$ cat src/core/temp_regs_pkg.sv
package temp_regs_pkg;

    // ------------------------------------------------------------------
    // Register offsets
    // ------------------------------------------------------------------
    localparam logic [7:0] ADDR_LOCAL_TEMP        = 8'h00;
    localparam logic [7:0] ADDR_REMOTE_TEMP_HIGH  = 8'h01;
    localparam logic [7:0] ADDR_LOCAL_HIGH_LIMIT  = 8'h05;
    localparam logic [7:0] ADDR_REMOTE_LIMIT_HIGH = 8'h07;
    localparam logic [7:0] ADDR_REMOTE_TEMP_LOW   = 8'h10;
    localparam logic [7:0] ADDR_OFFSET_HIGH       = 8'h11;
    localparam logic [7:0] ADDR_OFFSET_LOW        = 8'h12;
    localparam logic [7:0] ADDR_REMOTE_LIMIT_LOW  = 8'h13;
    localparam logic [7:0] ADDR_REMOTE_LOW_HIGH   = 8'h08;
    localparam logic [7:0] ADDR_REMOTE_LOW_LOW    = 8'h14;
    localparam logic [7:0] ADDR_CONFIG            = 8'h20;
    localparam logic [7:0] ADDR_IRQ_STATUS        = 8'h21;
    localparam logic [7:0] ADDR_IRQ_ENABLE        = 8'h22;
    localparam logic [7:0] ADDR_IRQ_CLEAR         = 8'h23;

    // ------------------------------------------------------------------
    // Fields and reset values
    // ------------------------------------------------------------------
    localparam int         FRAC_MSB           = 7;
    localparam int         FRAC_LSB           = 5;
    localparam logic [7:0] FRAC_MASK          = 8'hE0;
    localparam logic [7:0] RESET_HIGH_LIMIT   = 8'h46;
    localparam logic [7:0] RESET_ZERO         = 8'h00;
    localparam int         CFG_QUEUE_BIT      = 0;
    localparam int         IRQ_BITS           = 3;
    localparam int         IRQ_REMOTE_HIGH    = 0;
    localparam int         IRQ_REMOTE_LOW     = 1;
    localparam int         IRQ_LOCAL_HIGH     = 2;
    localparam logic [1:0] QUEUE_DEPTH        = 2'h2;

endpackage : temp_regs_pkg

$ cat src/core/temp_regs.sv
// Implementation choice: strobed register access.
`timescale 1ns/1ps

module temp_regs
    import temp_regs_pkg::*;
(
    input  wire logic                clk,
    input  wire logic                rst_n,
    input  wire logic [7:0]          addr,
    input  wire logic [7:0]          wdata,
    input  wire logic                wr,
    input  wire logic                rd,
    output logic      [7:0]          rdata,
    input  wire logic [7:0]          local_sample,
    input  wire logic                local_valid,
    input  wire logic [10:0]         adc_sample,
    input  wire logic                adc_valid,
    output logic                     irq
);
    import temp_regs_pkg::*;

    // ------------------------------------------------------------------
    // State
    // ------------------------------------------------------------------
    typedef struct packed {
        logic [7:0]          local_temp;
        logic [10:0]         remote_temp;
        logic [2:0]          low_latch;
        logic [7:0]          local_limit;
        logic [10:0]         remote_limit;
        logic [10:0]         remote_low_limit;
        logic [10:0]         offset;
        logic [7:0]          config_reg;
        logic [1:0]          over_count;
        logic [1:0]          under_count;
        logic [IRQ_BITS-1:0] status;
        logic [IRQ_BITS-1:0] enable;
        logic [7:0]          rdata;
        logic                irq;
    } state_type;

    state_type state;
    state_type next_state;

    // Signed compare of two 11-bit readings
    function automatic logic above(input logic [10:0] a, input logic [10:0] b);
        above = $signed(a) > $signed(b);
    endfunction : above

    function automatic logic [7:0] low_byte(input logic [2:0] f);
        low_byte = {f, 5'h00};
    endfunction : low_byte

    logic [10:0]         corrected;
    logic                is_over;
    logic                is_under;
    logic [IRQ_BITS-1:0] events;
    logic [IRQ_BITS-1:0] clear_bits;

    // ------------------------------------------------------------------
    // Next state
    // ------------------------------------------------------------------
    always_comb begin
        next_state = state;
        corrected  = adc_sample + state.offset;
        is_over    = above(corrected, state.remote_limit);
        is_under   = above(state.remote_low_limit, corrected);
        events     = '0;
        clear_bits = '0;

        if (local_valid) begin
            next_state.local_temp = local_sample;
            events[IRQ_LOCAL_HIGH] = above({local_sample, 3'h0}, {state.local_limit, 3'h0});
        end

        if (adc_valid) begin
            next_state.remote_temp = corrected;
            next_state.over_count  = is_over ? ((state.over_count == QUEUE_DEPTH) ?
                                     QUEUE_DEPTH : state.over_count + 2'h1) : 2'h0;
            next_state.under_count = is_under ? ((state.under_count == QUEUE_DEPTH) ?
                                     QUEUE_DEPTH : state.under_count + 2'h1) : 2'h0;
            if (!state.config_reg[CFG_QUEUE_BIT]) begin
                events[IRQ_REMOTE_HIGH] = is_over;
                events[IRQ_REMOTE_LOW]  = is_under;
            end else begin
                // Three in a row when queueing
                events[IRQ_REMOTE_HIGH] = is_over && (state.over_count == QUEUE_DEPTH);
                events[IRQ_REMOTE_LOW]  = is_under && (state.under_count == QUEUE_DEPTH);
            end
        end

        if (wr) begin
            case (addr)
                ADDR_LOCAL_HIGH_LIMIT:  next_state.local_limit = wdata;
                ADDR_REMOTE_LIMIT_HIGH: next_state.remote_limit[10:3] = wdata;
                ADDR_REMOTE_LIMIT_LOW:  next_state.remote_limit[2:0] = wdata[FRAC_MSB:FRAC_LSB];
                ADDR_REMOTE_LOW_HIGH:   next_state.remote_low_limit[10:3] = wdata;
                ADDR_REMOTE_LOW_LOW:    next_state.remote_low_limit[2:0] =
                                            wdata[FRAC_MSB:FRAC_LSB];
                ADDR_OFFSET_HIGH:       next_state.offset[10:3] = wdata;
                ADDR_OFFSET_LOW:        next_state.offset[2:0] = wdata[FRAC_MSB:FRAC_LSB];
                ADDR_CONFIG:            next_state.config_reg = wdata;
                ADDR_IRQ_ENABLE:        next_state.enable = wdata[IRQ_BITS-1:0];
                ADDR_IRQ_CLEAR:         clear_bits = wdata[IRQ_BITS-1:0];
                default:                next_state.config_reg = state.config_reg;
            endcase
        end

        // Set wins over clear
        next_state.status = (state.status & ~clear_bits) | events;

        next_state.rdata = 8'h00;
        if (rd) begin
            case (addr)
                ADDR_LOCAL_TEMP:        next_state.rdata = state.local_temp;
                ADDR_REMOTE_TEMP_HIGH:  next_state.rdata = state.remote_temp[10:3];
                ADDR_REMOTE_TEMP_LOW:   next_state.rdata = low_byte(state.low_latch);
                ADDR_LOCAL_HIGH_LIMIT:  next_state.rdata = state.local_limit;
                ADDR_REMOTE_LIMIT_HIGH: next_state.rdata = state.remote_limit[10:3];
                ADDR_REMOTE_LIMIT_LOW:  next_state.rdata = low_byte(state.remote_limit[2:0]);
                ADDR_REMOTE_LOW_HIGH:   next_state.rdata = state.remote_low_limit[10:3];
                ADDR_REMOTE_LOW_LOW:    next_state.rdata =
                                            low_byte(state.remote_low_limit[2:0]);
                ADDR_OFFSET_HIGH:       next_state.rdata = state.offset[10:3];
                ADDR_OFFSET_LOW:        next_state.rdata = low_byte(state.offset[2:0]);
                ADDR_CONFIG:            next_state.rdata = state.config_reg;
                ADDR_IRQ_STATUS:        next_state.rdata = {5'h00, state.status};
                ADDR_IRQ_ENABLE:        next_state.rdata = {5'h00, state.enable};
                default:                next_state.rdata = 8'h00;
            endcase
            // snapshot low byte on high read
            // Relies on host order so both bytes pair up
            if (addr == ADDR_REMOTE_TEMP_HIGH) begin
                next_state.low_latch = state.remote_temp[2:0];
            end
        end

        next_state.irq = |(next_state.status & next_state.enable);
    end

    // ------------------------------------------------------------------
    // Registers
    // ------------------------------------------------------------------
    always_ff @(posedge clk or negedge rst_n) begin
        if (!rst_n) begin
            state                  <= '0;
            state.local_limit      <= RESET_HIGH_LIMIT;
            state.remote_limit     <= {RESET_HIGH_LIMIT, 3'h0};
            state.remote_low_limit <= 11'h000;
            state.offset           <= 11'h000;
        end else begin
            state <= next_state;
        end
    end

    assign rdata = state.rdata;
    assign irq   = state.irq;
endmodule : temp_regs

$ cat config.mk
export PLATFORM = sky130hd
export DESIGN_NAME = temp_regs
export DESIGN_NICKNAME = d
export VERILOG_FILES = /design/src/core/temp_regs_pkg.sv /design/src/core/temp_regs.sv
export SDC_FILE = /design/constraint.sdc
export NUM_CORES = 1
export LEC_CHECK = 0
export ABC_AREA = 1
export BUFFER_PORTS_ARGS = -buffer_cell sky130_fd_sc_hd__buf_4
export CORE_MARGIN = 2
export CORE_UTILIZATION = 30
export DETAILED_ROUTE_END_ITERATION = 7
export SETUP_SLACK_MARGIN = 0.2
export SLEW_MARGIN = 20
export SYNTH_ARGS = -nofsm -noshare
export SYNTH_HDL_FRONTEND = slang
export SYNTH_SLANG_ARGS = --single-unit
$ cat constraint.sdc
create_clock -name clk -period 3.5 [get_ports clk]
set_clock_uncertainty 0.15 [all_clocks]
set_input_delay 0.525 -clock clk [delete_from_list [all_inputs] [get_ports clk]]
set_output_delay 0.525 -clock clk [all_outputs]
set_load 0.01 [all_outputs]
==> results_dict.tcl, run 1 <==
set metrics [dict create \
    cts_sinks 90 \
    detailed_place_hpwl_um 12600 \
    port_buffers 49 \
    grt_pass1_vias 4549 \
    tns_ps 0 \
    die_w_um 137 \
    cp_max_fo 4 \
    cts_hold_buffers 0 \
    grt_antenna_before_repair 0 \
    cp-end-kind "flop" \
    seq_area_frac_synth 0.423 \
    syn_nets 761 \
    setup_viol 0 \
    min_period_ps 3090 \
    startpoint_type "flop" \
    die-area_um2 18900 \
    htreeDepth 3 \
    rsz0062_at_grt "false" \
    critPathRequiredTime_ps 3590 \
    synth_area_per_cell_um2 7.76 \
    numCtsBuffers 9 \
    diodes 0 \
    synth-edff-count 0 \
    max_slew.worst_pin.slew_ps 861 \
    async_flop_share 1.00 \
    cts_tree "yes" \
    yosys_most_used_dff "dfrtp_1" \
    grt_usage 0.181 \
    slew_viol_final 0 \
    ys_ff_latch 90 \
    crit_type "flop to flop" \
    synth_cell_type_count 39 \
    post-place-ws_ps 81.0 \
    post_cts_resized 0 \
    cap_violations 0 \
    grt_overflow 0 \
    postRouteAntennaNets 0 \
    synthesis.area_um2 5340 \
    fin_crit_sh 0.882 \
    start_util 0.308 \
    fmax_mhz 324 \
    min_path_type "primary input to async pin" \
    root_buffer "clkbuf_16" \
    die_y_um 137 \
    areaGrowthSynthToFinish_pct 17.9 \
    wire_per_inst_um 16.6 \
    ys_warn_count 0 \
    post-cts-setup-buffers 0 \
    rows 48 \
    clk-insertion-delay-late_ps 350 \
    cp.arrival_ps 3180 \
    drtIter0Drc 455 \
    slew-limit-headroom 0.426 \
    timing.hold.ws_ps 118 \
    gp_congestion 0.934 \
    drive_gt1_frac 0.147 \
    post-place-cells 949 \
    finalNetCount 808 \
    io_pins 50 \
    core_area_um2 17400 \
    p_leak_nw 3.00 \
    layout_commonest_cell "nand2_1" \
    clockBufferDepth 2 \
    grt_max_degree 67 \
    grt_pass1_wl_um 25200 \
    ir_worst_vdd_mv 0.281 \
    via_per_inst 4.94 \
    vias 4768 \
    drc 0 \
    dr.pass1.iters 5 \
    outcome "finished, final reports clean" \
    fin_ws_ps 412 \
    synthCells 688 \
    stdcell_count 965 \
    finalHoldViolCount 0 \
    wl_um 16000 \
    cts.clk_slew.worst_paths_ps 70 \
    p_per_area_nw_per_um2 439 \
    final_cell_mix "nand2_1, inv_1, dfrtp_1" \
]
-- registers in the layout, indices dropped and copies added (netlist names) --
name and flops:
irq 1, state 81, rdata 8
-- Yosys cell counts, types with 4 or more instances --
cell,count,share of area
a21oi_1,19,0.018
a221oi_1,14,0.023
a31oi_1,6,0.0070
buf_4,8,0.011
clkbuf_1,9,0.0063
dfrtp_1,84,0.39
dfstp_2,6,0.030
ha_1,31,0.073
inv_1,97,0.068
mux2_2,4,0.0084
nand2_1,189,0.13
nand2_2,8,0.0094
nand3_1,46,0.043
nand4_1,9,0.011
nor2_1,35,0.025
nor2_2,6,0.0070
nor3_1,6,0.0056
o21ai_0,78,0.073
-- critical path, cell delays in order, from the launching register on --
cell and delay (ps):
dfrtp_2 450, ha_4 180, fa_1 370, nand2_1 80, nand2_1 80, nand3_2 100, nand2_2 70, nand2_2 80
nand2_1 50, nand2_1 60, nand2_2 80, xnor2_4 160, ha_4 300, nand3_1 110, nor2_2 120, nand2_1 80
nand2_1 70, nand2_1 60, nand4_1 110, nand2_1 80, nand2_1 70, nand3_1 70
-- through the flow --
step | power (mW) | util | cell area, um^2
final | 2.77 | 0.363 | 6300
after global placement | 1.68 | 0.342 | 5930
after global routing | 2.91 | 0.363 | 6300
after detailed placement | 1.69 | 0.342 | 5930
after CTS | 2.77 | 0.361 | 6260
after floorplan | 1.50 | - | 5340
-- power breakdown --
group	internal [mW]	switching, mW
registers	1.12	0.0534
logic	0.193	0.314
clock network	0.652	0.435
total	1.96	0.802
-- path summary, 6_finish.rpt --
check,startpoint,to,slack [ps],cells past startpoint
min reg2reg,state[52],state[52],340,2
min,rst_n,state[35],120,1
min in group clk,local_sample[4],state[86],240,3
max,state[27],irq,410,21
max in group asynchronous,rst_n,state[53],2250,2
max reg2reg,state[27],irq,410,21
-- layout make-up --
class / instances / area (um^2)
fill: 1790 / 11100
multi-input combinational: 480 / 2650
sequential: 90 / 2260
timing repair buffer: 54 / 405
inverter: 100 / 375
tap: 225 / 282
clock buffer: 11 / 243
clock inverter: 5 / 87.6
-- metal layers --
| layer | global-route usage | up-vias | routed length (um) |
|---|---|---|---|
| met5 | 0 | - | 0 |
| met2 | 0.285 | 159 | 7320 |
| met1 | 0.249 | 2229 | 7300 |
| met3 | 0.0276 | 24 | 993 |
| met4 | 0.0745 | 0 | 401 |
| li1 | - | 2356 | - |
-- logic make-up (layout without fill, tap and decap cells) --
group,count (synthesis),in the layout,synth area share
AOI/OAI and AO/OA,130,130,0.140
xor gates and xnor gates,5,5,0.00961
adders and majority gates,32,32,0.0764
buffers and inverters,118,170,0.0888
DFF,90,90,0.423
muxes,4,4,0.00843
and+or+nand+nor,309,309,0.254
Note: power is estimated with default switching activity, not from simulation.
==> inputs of run 2 (changes only) <==
PLACE_DENSITY = 0.5   (was not set)
==> run 2 against run 1 <==
Die area is the same. Combinational power increased by 2%. Register-to-register slack better by 30 ps. Utilization down 0.23 points. Flip-flop and latch count unchanged. Total power is 5.2% lower. Worst setup slack gained 26 ps. Critical path depth is the same. Final cell count unchanged. Largest cell class unchanged.
==> results_dict.tcl, run 2 (same netlist as run 1, synthesis figures left out) <==
set metrics [dict create \
    outcome "finished, final reports clean" \
    switching_power_mw 0.802 \
    grt_pass1_wl_um 25500 \
    cap_violations 0 \
    critPathRequiredTime_ps 3580 \
    grt_antenna_before_repair 1 \
    port_buffers 49 \
    startpoint_type "flop" \
    crit_family "simple AND/OR/NAND/NOR gates" \
    vias 4806 \
    postRouteAntennaNets 0 \
    wl_um 16600 \
    die_w_um 137 \
    pwr-share-comb 0.197 \
    finalHoldViolCount 0 \
    die_y_um 137 \
    largest_reg_flops 81 \
    switching_share 0.306 \
    detailed_place_hpwl_um 13100 \
    cts_sinks 90 \
    crit_type "flop to flop" \
    layout_commonest_cell "nand2_1" \
    drive_gt1_frac 0.151 \
    rows 48 \
    worst_r2r_startpoint "state[27]" \
    cts_tree "yes" \
    io_pins 50 \
    grt_max_degree 45 \
    start_util 0.308 \
    core_area_um2 17400 \
    grt_usage 0.185 \
    tns_ps 0 \
    max_slew.worst_pin.slew_ps 781 \
    endpoint "irq" \
    cp.depth 21 \
    slew_viol_final 0 \
    regToRegSetupSlack_ps 440 \
    cp-end-kind "flop" \
    reg2reg_to "irq" \
    largest-register "state" \
    grt_overflow 0 \
    r2r_cells 21 \
    timing.hold.ws_ps 35.1 \
    final_cell_mix "nand2_1, inv_1, dfrtp_1" \
    root_buffer "clkbuf_16" \
    ir_worst_vdd_mv 0.236 \
    die-area_um2 18900 \
    cp.arrival_ps 3140 \
    drtIter0Drc 363 \
    worst-path-buf-inv 0 \
    slew-limit-headroom 0.475 \
    via_per_inst 4.98 \
    gp_congestion 0.900 \
    finalNetCount 808 \
    areaGrowthSynthToFinish_pct 17.2 \
    pwr-share-seq 0.448 \
    min_path_type "primary input to async pin" \
    total_power_mw 2.62 \
    rsz0062_at_grt "false" \
    critPathSlowestCell "dfrtp_2" \
    clkPwrFrac 0.354 \
    startpoint "state[27]" \
    cp_max_fo 4 \
    dr.pass1.iters 5 \
    intPower_mw 1.82 \
    drc 0 \
    cts.clk_slew.worst_paths_ps 70 \
    numCtsBuffers 9 \
    diodes 0 \
    clockBufferDepth 2 \
    cpPeakStageDelay_ps 440 \
    grt_pass1_vias 4618 \
    post-cts-setup-buffers 0 \
    htreeDepth 3 \
    min_period_ps 3060 \
    p_leak_nw 2.98 \
    crit_path_cell_trace "ha_4 -> fa_2 -> nand2_1 -> nand2_1 -> nand3_2 -> nand2_2 -> nand2_2 -> nand2_1 -> nand2_1 -> nand2_2 -> xnor2_4 -> ha_4 -> nand3_2 -> nor2_2 -> nand2_1 -> nand2_1 -> nand2_1 -> nand4_1 -> nand2_1 -> nand2_1 -> nand3_1" \
    p_per_area_nw_per_um2 419 \
    fin_crit_sh 0.875 \
    wire_per_inst_um 17.2 \
    fmax_mhz 327 \
    setup_viol 0 \
    clk-insertion-delay-late_ps 350 \
    cpMostUsedCell "nand2_1" \
]
## run 2: area by class of cell
type | instances | area [um^2]
multi-input combinational | 480 | 2660
inverter | 100 | 375
sequential | 90 | 2260
clock buffer | 11 | 243
fill | 1794 | 11100
clock inverter | 5 | 37.5
timing repair buffer | 54 | 405
tap | 225 | 282
## run 2: how the worst min path moves through the flow
| stage | endpoint | startpoint | depth (start not counted) | slack, ps |
|---|---|---|---|---|
| 2_1_floorplan | irq | rst_n | 0 | 80 |
| 3_3_place_gp | state[59] | state[59] | 2 | 320 |
| 3_5_place_dp | state[20] | state[20] | 2 | 320 |
| 4_1_cts | state[35] | rst_n | 1 | 60 |
| 5_1_grt | state[35] | rst_n | 1 | 70 |
| 6_report | state[73] | rst_n | 1 | 40 |
## run 2: repair_timing
| item | CTS | global route |
|---|---|---|
| hold endpoints to repair | 0 | 0 |
| hold buffers | 0 | 0 |
| resized for setup | 0 | 9 |
| setup endpoints to repair | 0 | 4 |
## run 2: power by group through the flow
stage | sequential [mW] | clock [mW] | combinational, mW
after global routing | 1.18 | 1.00 | 0.595
after detailed placement | 1.20 | 0 | 0.504
final | 1.18 | 0.929 | 0.517
after global placement | 1.19 | 0 | 0.493
after CTS | 1.18 | 0.948 | 0.508
after floorplan | 1.17 | 0 | 0.329
## run 2: layer usage
metal | up-vias | share of wire | global-route usage
met5 | - | 0.00042 | 0
met4 | 2 | 0.037 | 0.0830
met3 | 36 | 0.052 | 0.0342
met2 | 156 | 0.45 | 0.290
met1 | 2259 | 0.46 | 0.247
li1 | 2353 | - | -
## run 2: through the flow
stage	instances	utilization	area, um^2	setup slack, ps
2_1_floorplan	688	-	5340	464
3_3_place_gp	949	0.342	5930	97.3
3_5_place_dp	949	0.342	5930	26.5
4_1_cts	965	0.358	6210	247
5_1_grt	965	0.361	6260	225
6_report	965	0.361	6260	438
